==> src/gpb_pkg.sv <==
/*
 gpb_pkg: register map, field masks and reset values of the gpio port bank.
 assumes a 32-bit apb master on the same clock; one aligned word per register.
*/
package gpb_pkg;
	// per-port register block, ports at a fixed stride
	localparam logic [11:0] PORT_STRIDE = 12'h020;
	localparam logic [11:0] MAP_END     = 12'h080;
	localparam logic [2:0]  REG_OUT     = 3'h0;
	localparam logic [2:0]  REG_DIR     = 3'h1;
	localparam logic [2:0]  REG_PULL    = 3'h2;
	localparam logic [2:0]  REG_DRV     = 3'h3;
	localparam logic [2:0]  REG_IN      = 3'h4;
	localparam logic [2:0]  REG_IEN     = 3'h5;
	localparam logic [2:0]  REG_IST     = 3'h6;
	localparam int          PORT_LSB    = 5;
	localparam int          REG_LSB     = 2;
	localparam int          NPORT       = 4;
	// pins that exist: port 3 has bits 0-4 only
	localparam logic [3:0][7:0] IMPL_MASK  = {8'h1f, 8'hff, 8'hff, 8'hff};
	// pins that can be read: port 1 bit 5 is output only
	localparam logic [3:0][7:0] INPUT_MASK = {8'h1f, 8'hff, 8'hdf, 8'hff};
	// interrupt sources: ports 0 and 1 only
	localparam logic [3:0][7:0] IRQ_MASK   = {8'h00, 8'h00, 8'hdf, 8'hff};
	// direction bits that are held at output
	localparam logic [3:0][7:0] DIR_FORCE  = {8'h00, 8'h00, 8'h20, 8'h00};
	localparam logic [7:0]      OUT_RST    = 8'h00;
	localparam logic [7:0]      PULL_RST   = 8'h00;
	localparam logic [7:0]      DRV_RST    = 8'h00;
	localparam logic [7:0]      IEN_RST    = 8'h00;
	localparam logic [3:0][7:0] DIR_RST    = DIR_FORCE;
endpackage

==> src/gpb_port_bank.sv <==
/*
 gpb_port_bank: four gpio ports (8, 8, 8, 5 pins) with per-pin direction,
 pull-up and driver type, apb register access and two port interrupt lines.
 assumes pads resolve level from out/oe/pull and return the pin level asynchronously.
*/
// The implementer's own choices: the register offsets and the APB interface to the registers.
// What this block does
// RL1: each pin has its own direction bit, input only or input/output.
// RL2: each pin has its own static pull-up enable bit.
// RL3: each pin selects open-drain or push-pull drive when outputting.
// RL4: port 0 raises an interrupt from any of its pins 0-7.
// RL5: each interrupt pin has its own enable; masked pins never assert it.
// RL6: port 1 matches port 0 features except where a bit differs.
// RL7: port 1 bit 5 is output only and drives low after reset.
// RL8: ports 2 and 3 have the same configuration but no interrupts.
// RL9: port 3 implements bits 0-4 only; bits 5-7 do not exist.
// RL10: unimplemented port 3 bits read zero and ignore writes.
`timescale 1ns/1ps
module gpb_port_bank (
	// clock and reset
	input  wire logic        clk_sys,
	input  wire logic        rst_b,
	// apb slave
	input  wire logic        psel,
	input  wire logic        penable,
	input  wire logic        pwrite,
	input  wire logic [11:0] paddr,
	input  wire logic [31:0] pwdata,
	output logic      [31:0] prdata,
	output logic             pready,
	output logic             pslverr,
	// port 0 pads
	input  wire logic [7:0]  port0PinsIn,
	output logic      [7:0]  port0PinsOut,
	output logic      [7:0]  port0PinsOe,
	output logic      [7:0]  port0PullEn,
	// port 1 pads, bit 5 is the output-only pin
	input  wire logic [7:0]  port1PinsIn,
	output logic      [7:0]  port1PinsOut,
	output logic      [7:0]  port1PinsOe,
	output logic      [7:0]  port1PullEn,
	// port 2 pads
	input  wire logic [7:0]  port2PinsIn,
	output logic      [7:0]  port2PinsOut,
	output logic      [7:0]  port2PinsOe,
	output logic      [7:0]  port2PullEn,
	// port 3 pads, bits 0-4
	input  wire logic [4:0]  port3PinsIn,
	output logic      [4:0]  port3PinsOut,
	output logic      [4:0]  port3PinsOe,
	output logic      [4:0]  port3PullEn,
	// interrupt lines
	output logic             port0Irq,
	output logic             port1Irq
);

	logic [3:0][7:0] outQ;
	logic [3:0][7:0] dirQ;
	logic [3:0][7:0] pullQ;
	logic [3:0][7:0] drvQ;
	logic [3:0][7:0] ienQ;
	logic [3:0][7:0] statQ;
	logic [3:0][7:0] syncAQ;
	logic [3:0][7:0] syncBQ;
	logic [3:0][7:0] prevQ;
	logic [3:0][7:0] rawIn;
	logic [3:0][7:0] inLvl;
	logic [3:0][7:0] rise;
	logic [3:0][7:0] pinOe;
	logic [31:0]     rdD;
	logic [31:0]     prdataQ;
	logic            errD;
	logic            errQ;
	logic            mapped;
	logic            setupPh;
	logic            wrAcc;
	logic [1:0]      selPort;
	logic [2:0]      selReg;
	logic [7:0]      wrByte;

	assign selPort = paddr[gpb_pkg::PORT_LSB +: 2];
	assign selReg  = paddr[gpb_pkg::REG_LSB +: 3];
	assign mapped  = (paddr < gpb_pkg::MAP_END) && (paddr[1:0] == 2'h0) && (selReg != 3'h7);
	assign setupPh = psel && !penable;
	assign wrAcc   = psel && penable && pwrite && mapped;
	assign wrByte  = pwdata[7:0] & gpb_pkg::IMPL_MASK[selPort]; // [RL10]

	// configuration registers
	always_ff @(posedge clk_sys or negedge rst_b) begin
		if (!rst_b) begin
			for (int p = 0; p < gpb_pkg::NPORT; p++) begin
				outQ[p]  <= gpb_pkg::OUT_RST; // [RL7]
				pullQ[p] <= gpb_pkg::PULL_RST;
				drvQ[p]  <= gpb_pkg::DRV_RST;
				ienQ[p]  <= gpb_pkg::IEN_RST;
			end
			dirQ <= gpb_pkg::DIR_RST;
		end else if (wrAcc) begin
			unique case (selReg)
				gpb_pkg::REG_OUT:  outQ[selPort]  <= wrByte;
				gpb_pkg::REG_DIR:  dirQ[selPort]  <= wrByte | gpb_pkg::DIR_FORCE[selPort]; // [RL1] [RL7]
				gpb_pkg::REG_PULL: pullQ[selPort] <= wrByte; // [RL2]
				gpb_pkg::REG_DRV:  drvQ[selPort]  <= wrByte; // [RL3]
				gpb_pkg::REG_IEN:  ienQ[selPort]  <= wrByte & gpb_pkg::IRQ_MASK[selPort]; // [RL5] [RL8]
				default: ;
			endcase
		end
	end

	// pad inputs pass two flops; unimplemented bits tie low
	assign rawIn = {3'h0, port3PinsIn, port2PinsIn, port1PinsIn, port0PinsIn};

	always_ff @(posedge clk_sys or negedge rst_b) begin
		if (!rst_b) begin
			syncAQ <= '0;
			syncBQ <= '0;
			prevQ  <= '0;
		end else begin
			syncAQ <= rawIn;
			syncBQ <= syncAQ;
			prevQ  <= syncBQ;
		end
	end

	assign inLvl = syncBQ & gpb_pkg::INPUT_MASK; // [RL7] [RL9]
	assign rise  = syncBQ & ~prevQ & gpb_pkg::IRQ_MASK; // [RL4] [RL6] [RL8]

	// sticky rising-edge status, write one to clear; a new edge beats the clear
	always_ff @(posedge clk_sys or negedge rst_b) begin
		if (!rst_b) begin
			statQ <= '0;
		end else begin
			for (int p = 0; p < gpb_pkg::NPORT; p++) begin
				if (wrAcc && selReg == gpb_pkg::REG_IST && selPort == 2'(p)) begin
					statQ[p] <= (statQ[p] & ~pwdata[7:0]) | rise[p];
				end else begin
					statQ[p] <= statQ[p] | rise[p];
				end
			end
		end
	end

	assign port0Irq = |(statQ[0] & ienQ[0]); // [RL4] [RL5]
	assign port1Irq = |(statQ[1] & ienQ[1]); // [RL6] [RL5]

	// open-drain drives only the low level; push-pull drives both
	assign pinOe = dirQ & (drvQ | ~outQ) & gpb_pkg::IMPL_MASK; // [RL1] [RL3]

	assign port0PinsOut = outQ[0];
	assign port0PinsOe  = pinOe[0];
	assign port0PullEn  = pullQ[0]; // [RL2]
	assign port1PinsOut = outQ[1];
	assign port1PinsOe  = pinOe[1];
	assign port1PullEn  = pullQ[1];
	assign port2PinsOut = outQ[2];
	assign port2PinsOe  = pinOe[2];
	assign port2PullEn  = pullQ[2];
	assign port3PinsOut = outQ[3][4:0]; // [RL9]
	assign port3PinsOe  = pinOe[3][4:0];
	assign port3PullEn  = pullQ[3][4:0];

	// read mux; data is captured in the setup cycle so prdata is a flop
	always_comb begin
		rdD  = 32'h0;
		errD = !mapped;
		if (mapped) begin
			unique case (selReg)
				gpb_pkg::REG_OUT:  rdD[7:0] = outQ[selPort];
				gpb_pkg::REG_DIR:  rdD[7:0] = dirQ[selPort];
				gpb_pkg::REG_PULL: rdD[7:0] = pullQ[selPort];
				gpb_pkg::REG_DRV:  rdD[7:0] = drvQ[selPort];
				gpb_pkg::REG_IN:   rdD[7:0] = inLvl[selPort];
				gpb_pkg::REG_IEN:  rdD[7:0] = ienQ[selPort];
				gpb_pkg::REG_IST:  rdD[7:0] = statQ[selPort];
				default:           rdD = 32'h0;
			endcase
		end
	end

	always_ff @(posedge clk_sys or negedge rst_b) begin
		if (!rst_b) begin
			prdataQ <= 32'h0;
			errQ    <= 1'b0;
		end else if (setupPh) begin
			prdataQ <= pwrite ? 32'h0 : rdD;
			errQ    <= errD;
		end
	end

	// one access cycle, no wait states
	assign pready  = 1'b1;
	assign prdata  = prdataQ;
	assign pslverr = psel && penable && errQ;
endmodule // gpb_port_bank

==> config.mk <==
export PLATFORM = sky130hd
export DESIGN_NAME = gpb_port_bank
export DESIGN_NICKNAME = d
export VERILOG_FILES = /design/src/gpb_pkg.sv /design/src/gpb_port_bank.sv
export SDC_FILE = /design/constraint.sdc
export NUM_CORES = 1
export LEC_CHECK = 0
export BUFFER_PORTS_ARGS = -buffer_cell sky130_fd_sc_hd__buf_2
export CAP_MARGIN = 40
export CORE_UTILIZATION = 45
export CTS_BUF_LIST = sky130_fd_sc_hd__clkbuf_4 sky130_fd_sc_hd__clkbuf_8
export CTS_CLUSTER_DIAMETER = 80
export DETAILED_ROUTE_END_ITERATION = 16
export PLACE_DENSITY = 0.63
export RECOVER_POWER = 25
export SYNTH_ARGS = -nofsm -noshare
export SYNTH_HDL_FRONTEND = slang
export SYNTH_SLANG_ARGS = --single-unit
==> constraint.sdc <==
create_clock -name clk_sys -period 1.69 [get_ports clk_sys]
set_input_delay 0.338 -clock clk_sys [delete_from_list [all_inputs] [get_ports clk_sys]]
set_output_delay 0.338 -clock clk_sys [all_outputs]
set_load 0.01 [all_outputs]
==> run summary <==
result of the run: complete, but fails checks
violated checks: setup timing
mean number of vias per cell: 5.33
time the final worst path needs with I/O delays and setup: 1830 ps
xor-xnor portion of the synthesized cell area: 0%
Core Util, Final: 58.3%
TritonCTS clock tree: done
main combinational cell family by area after synthesis: multiplexers
portion of total power attributed to combinational logic: 5.7%
Net Sw Power: 3.21 mW
distinct cell type count after synthesis: 52
final number of hold-violating endpoints: 0
worst-case setup margin in the final layout: -137 ps
floorplan row count: 59
critical path endpoint category: output pin
Worst-path clk slew: 60 ps
maximum number of pins on one net before global-route repair: 64
Hold/Removal Path Class: in2reg
height of the die: 167 um
vias in the first global route: 8675
area of the die: 27800 sq um
Final Non-Filler Cells: 1576
first-pass detailed-route iteration total: 5
cell-internal power: 10.6 mW
fraction of the mapped netlist area in adder cells: 0%
Clock Root Buffer: clkbuf_8
routed wire length: 32.5 mm
worst-margin pin slew: 1180 ps
Sw Share: 23.2%
Required @ worst endpoint: 1350 ps
Horiz. Die Dim: 167 um
maximum buffer depth of the clock tree: 3
reported leakage power: 7.72 nW
cell count after placement: 1450
Compound-Gate Fraction of Synth Area: 8.77%
critical path arrival: 1490 ps
Area Growth Syn to Fin: 25.6%
maximum VDD drop: 0.599 mV
CTS sink cnt: 272
Max-slew headroom: 21.5%
Critical Setup Path Class: reg2out
total number of vias: 8403
ports placed on the boundary: 201
multiplexer area fraction after synthesis: 19.4%
diode count: 0
post-route ant nets: 0
setup skew after layout: 23.8 ps
most frequent cells in the layout: dfrtp_1 (263), buf_2 (148), buf_4 (100)
global-route total usage across every layer: 23.8%
most common cell after layout, fill and taps aside: dfrtp_1
P per Cell Area: 899 nW/um^2
GRT overflow: 0
Net count, final: 1284
H-tree level count: 2
worst-skew pair later-pin latency: 570 ps
proportion of power drawn by flip-flops and latches: 48.1%
number of flops mapped to enable cells by yosys: 0
placer's final routability congestion estimate: 0.822
first-pass GRT wire length: 50.4 mm
area of the placeable core: 26400 sq um
Async SR Flop Fraction: 100%
unrepaired setup endpoints after global routing: true
maxcap violations: 0
number of buffers created by CTS: 46
type of origin of the critical path: flip-flop
prevailing post-synth register cell: dfrtp_1
synth warn: 0
DRC violations left: 0
share of cells above drive strength 1: 43.8%
post-route clock period utilization: 108%
basic-gate share of the synthesized area counting and, or, nand and nor cells: 7.65%
register bit total from synthesis: 272
count of mapped cells out of synthesis: 963
wire length per cell after detailed routing: 20.6 um
effective utilization at floorplan: 46.4%
count of port buffers added during placement: 150
Post-Synthesis Mean Instance Area: 12.7 sq um
share of power burned in the clock network: 46.2%
maximum clock frequency: 0.547 GHz
total standard cell area after synthesis: 12200 sq um
sequential-to-total area share from yosys stat: 55.7%
largest fanout of any net on the critical path: 3
half-perimeter wire length of the detailed placement result: 22.7 mm
Slew Viols, Final: 0
count of endpoints failing setup in the final report: 3
tightest hold margin: 106 ps
DRT iter0 DRCs: 587
number of antenna violations at the first check in global routing: 0
==> stage by stage <==
step	cell area [sq um]	TNS (ps)	worst slack, ps	total power, mW
final	15400	-277	-137	13.8
after global routing	15400	-2320	-230	14.3
after CTS	15300	-443	-189	14.0
after detailed placement	13800	-50680	-436	7.50
after global placement	13800	-41140	-366	7.49
after floorplan	12600	-12970	-201	7.13
==> cells in the mapped netlist, drive strengths merged (6+ instances only) <==
master / instances / area (sq um)
mux2: 102 / 1220
nor2b: 31 / 194
inv: 46 / 173
a22o: 20 / 175
clkbuf: 29 / 109
mux2i: 57 / 571
nor3: 7 / 45.0
dfrtp: 271 / 6780
o21ai: 31 / 155
a22oi: 13 / 97.6
a211oi: 6 / 45.0
nand2: 60 / 225
buf: 106 / 754
a21boi: 46 / 345
o22ai: 23 / 144
nor2: 19 / 73.8
or2: 6 / 37.5
mux4: 26 / 586
a21oi: 6 / 30.0
nand3: 13 / 70.1
==> layout make-up <==
cell class,count,area (sq um)
Multi-Input combinational cell,533,4660
Sequential cell,272,6820
Timing Repair Buffer,307,2260
Clock inverter,9,63.8
Clock buffer,74,975
Tap cell,335,419
Fill cell,2151,11000
Inverter,46,173
==> final timing paths <==
check                                       startpoint                    end  slack, ps  cells past startpoint
max reg2reg                port2PinsOut[4]$_DFFE_PN0P_  prdata[4]$_DFFE_PN0P_         40                      5
min                                          pwdata[7]  statQ[31]$_DFFE_PN0P_        110                      2
max                                ienQ[2]$_DFFE_PN0P_               port0Irq       -140                      3
min in group asynchronous                        rst_b    dirQ[0]$_DFFE_PN0P_        550                      2
min reg2reg                       syncAQ[12]$_DFF_PN0_    inLvl[12]$_DFF_PN0_        340                      0
max in group asynchronous                        rst_b    syncAQ[5]$_DFF_PN0_        160                      3
==> worst max-delay path, cell delays in order (launching register included) <==
cell and delay (ps):
dfrtp_1 400, a22oi_2 220, nand4_1 130, buf_2 160
==> flip-flops by register name, indices dropped and copies added, names as in the netlist, 15 cells and up <==
| signal | flops |
|---|---|
| ienQ | 32 |
| inLvl | 28 |
| statQ | 32 |
| prevQ | 15 |
| syncAQ | 28 |
| drvQ | 32 |
| dirQ | 32 |
==> power groups by stage <==
stage	sequential, mW	clock, mW	combinational (mW)
2_1_floorplan	6.75	0	0.387
3_3_place_gp	6.76	0	0.738
3_5_place_dp	6.76	0	0.742
4_1_cts	6.64	6.52	0.797
5_1_grt	6.65	6.80	0.858
6_report	6.64	6.38	0.788
==> repair_timing <==
item | CTS | global route
hold buffers | 29 | 0
buffers inserted | 20 | 6
setup endpoints to repair | 28 | 28
resized for setup | 56 | 20
pin swaps | 13 | 5
hold endpoints to repair | 73 | 0
==> per-layer routing <==
| layer | part of all wire, % | vias to the layer above | global-route usage (%) |
|---|---|---|---|
| met5 | 0 | - | 0 |
| met4 | 2.6 | 0 | 7.85 |
| met3 | 5.6 | 58 | 4.28 |
| met2 | 46 | 274 | 37.2 |
| met1 | 45 | 4288 | 33.7 |
| li1 | - | 3783 | - |
==> cells by family (layout without fill, tap and decap cells) <==
| logic type | count (synthesis) | in the layout |
|---|---|---|
| simple gates | 168 | 168 |
| flops | 272 | 272 |
| mux | 185 | 185 |
| compound gates | 155 | 155 |
| buf+inv | 181 | 436 |
| other cells | 2 | 25 |
No activity file was read; power rests on OpenSTA's default activity.
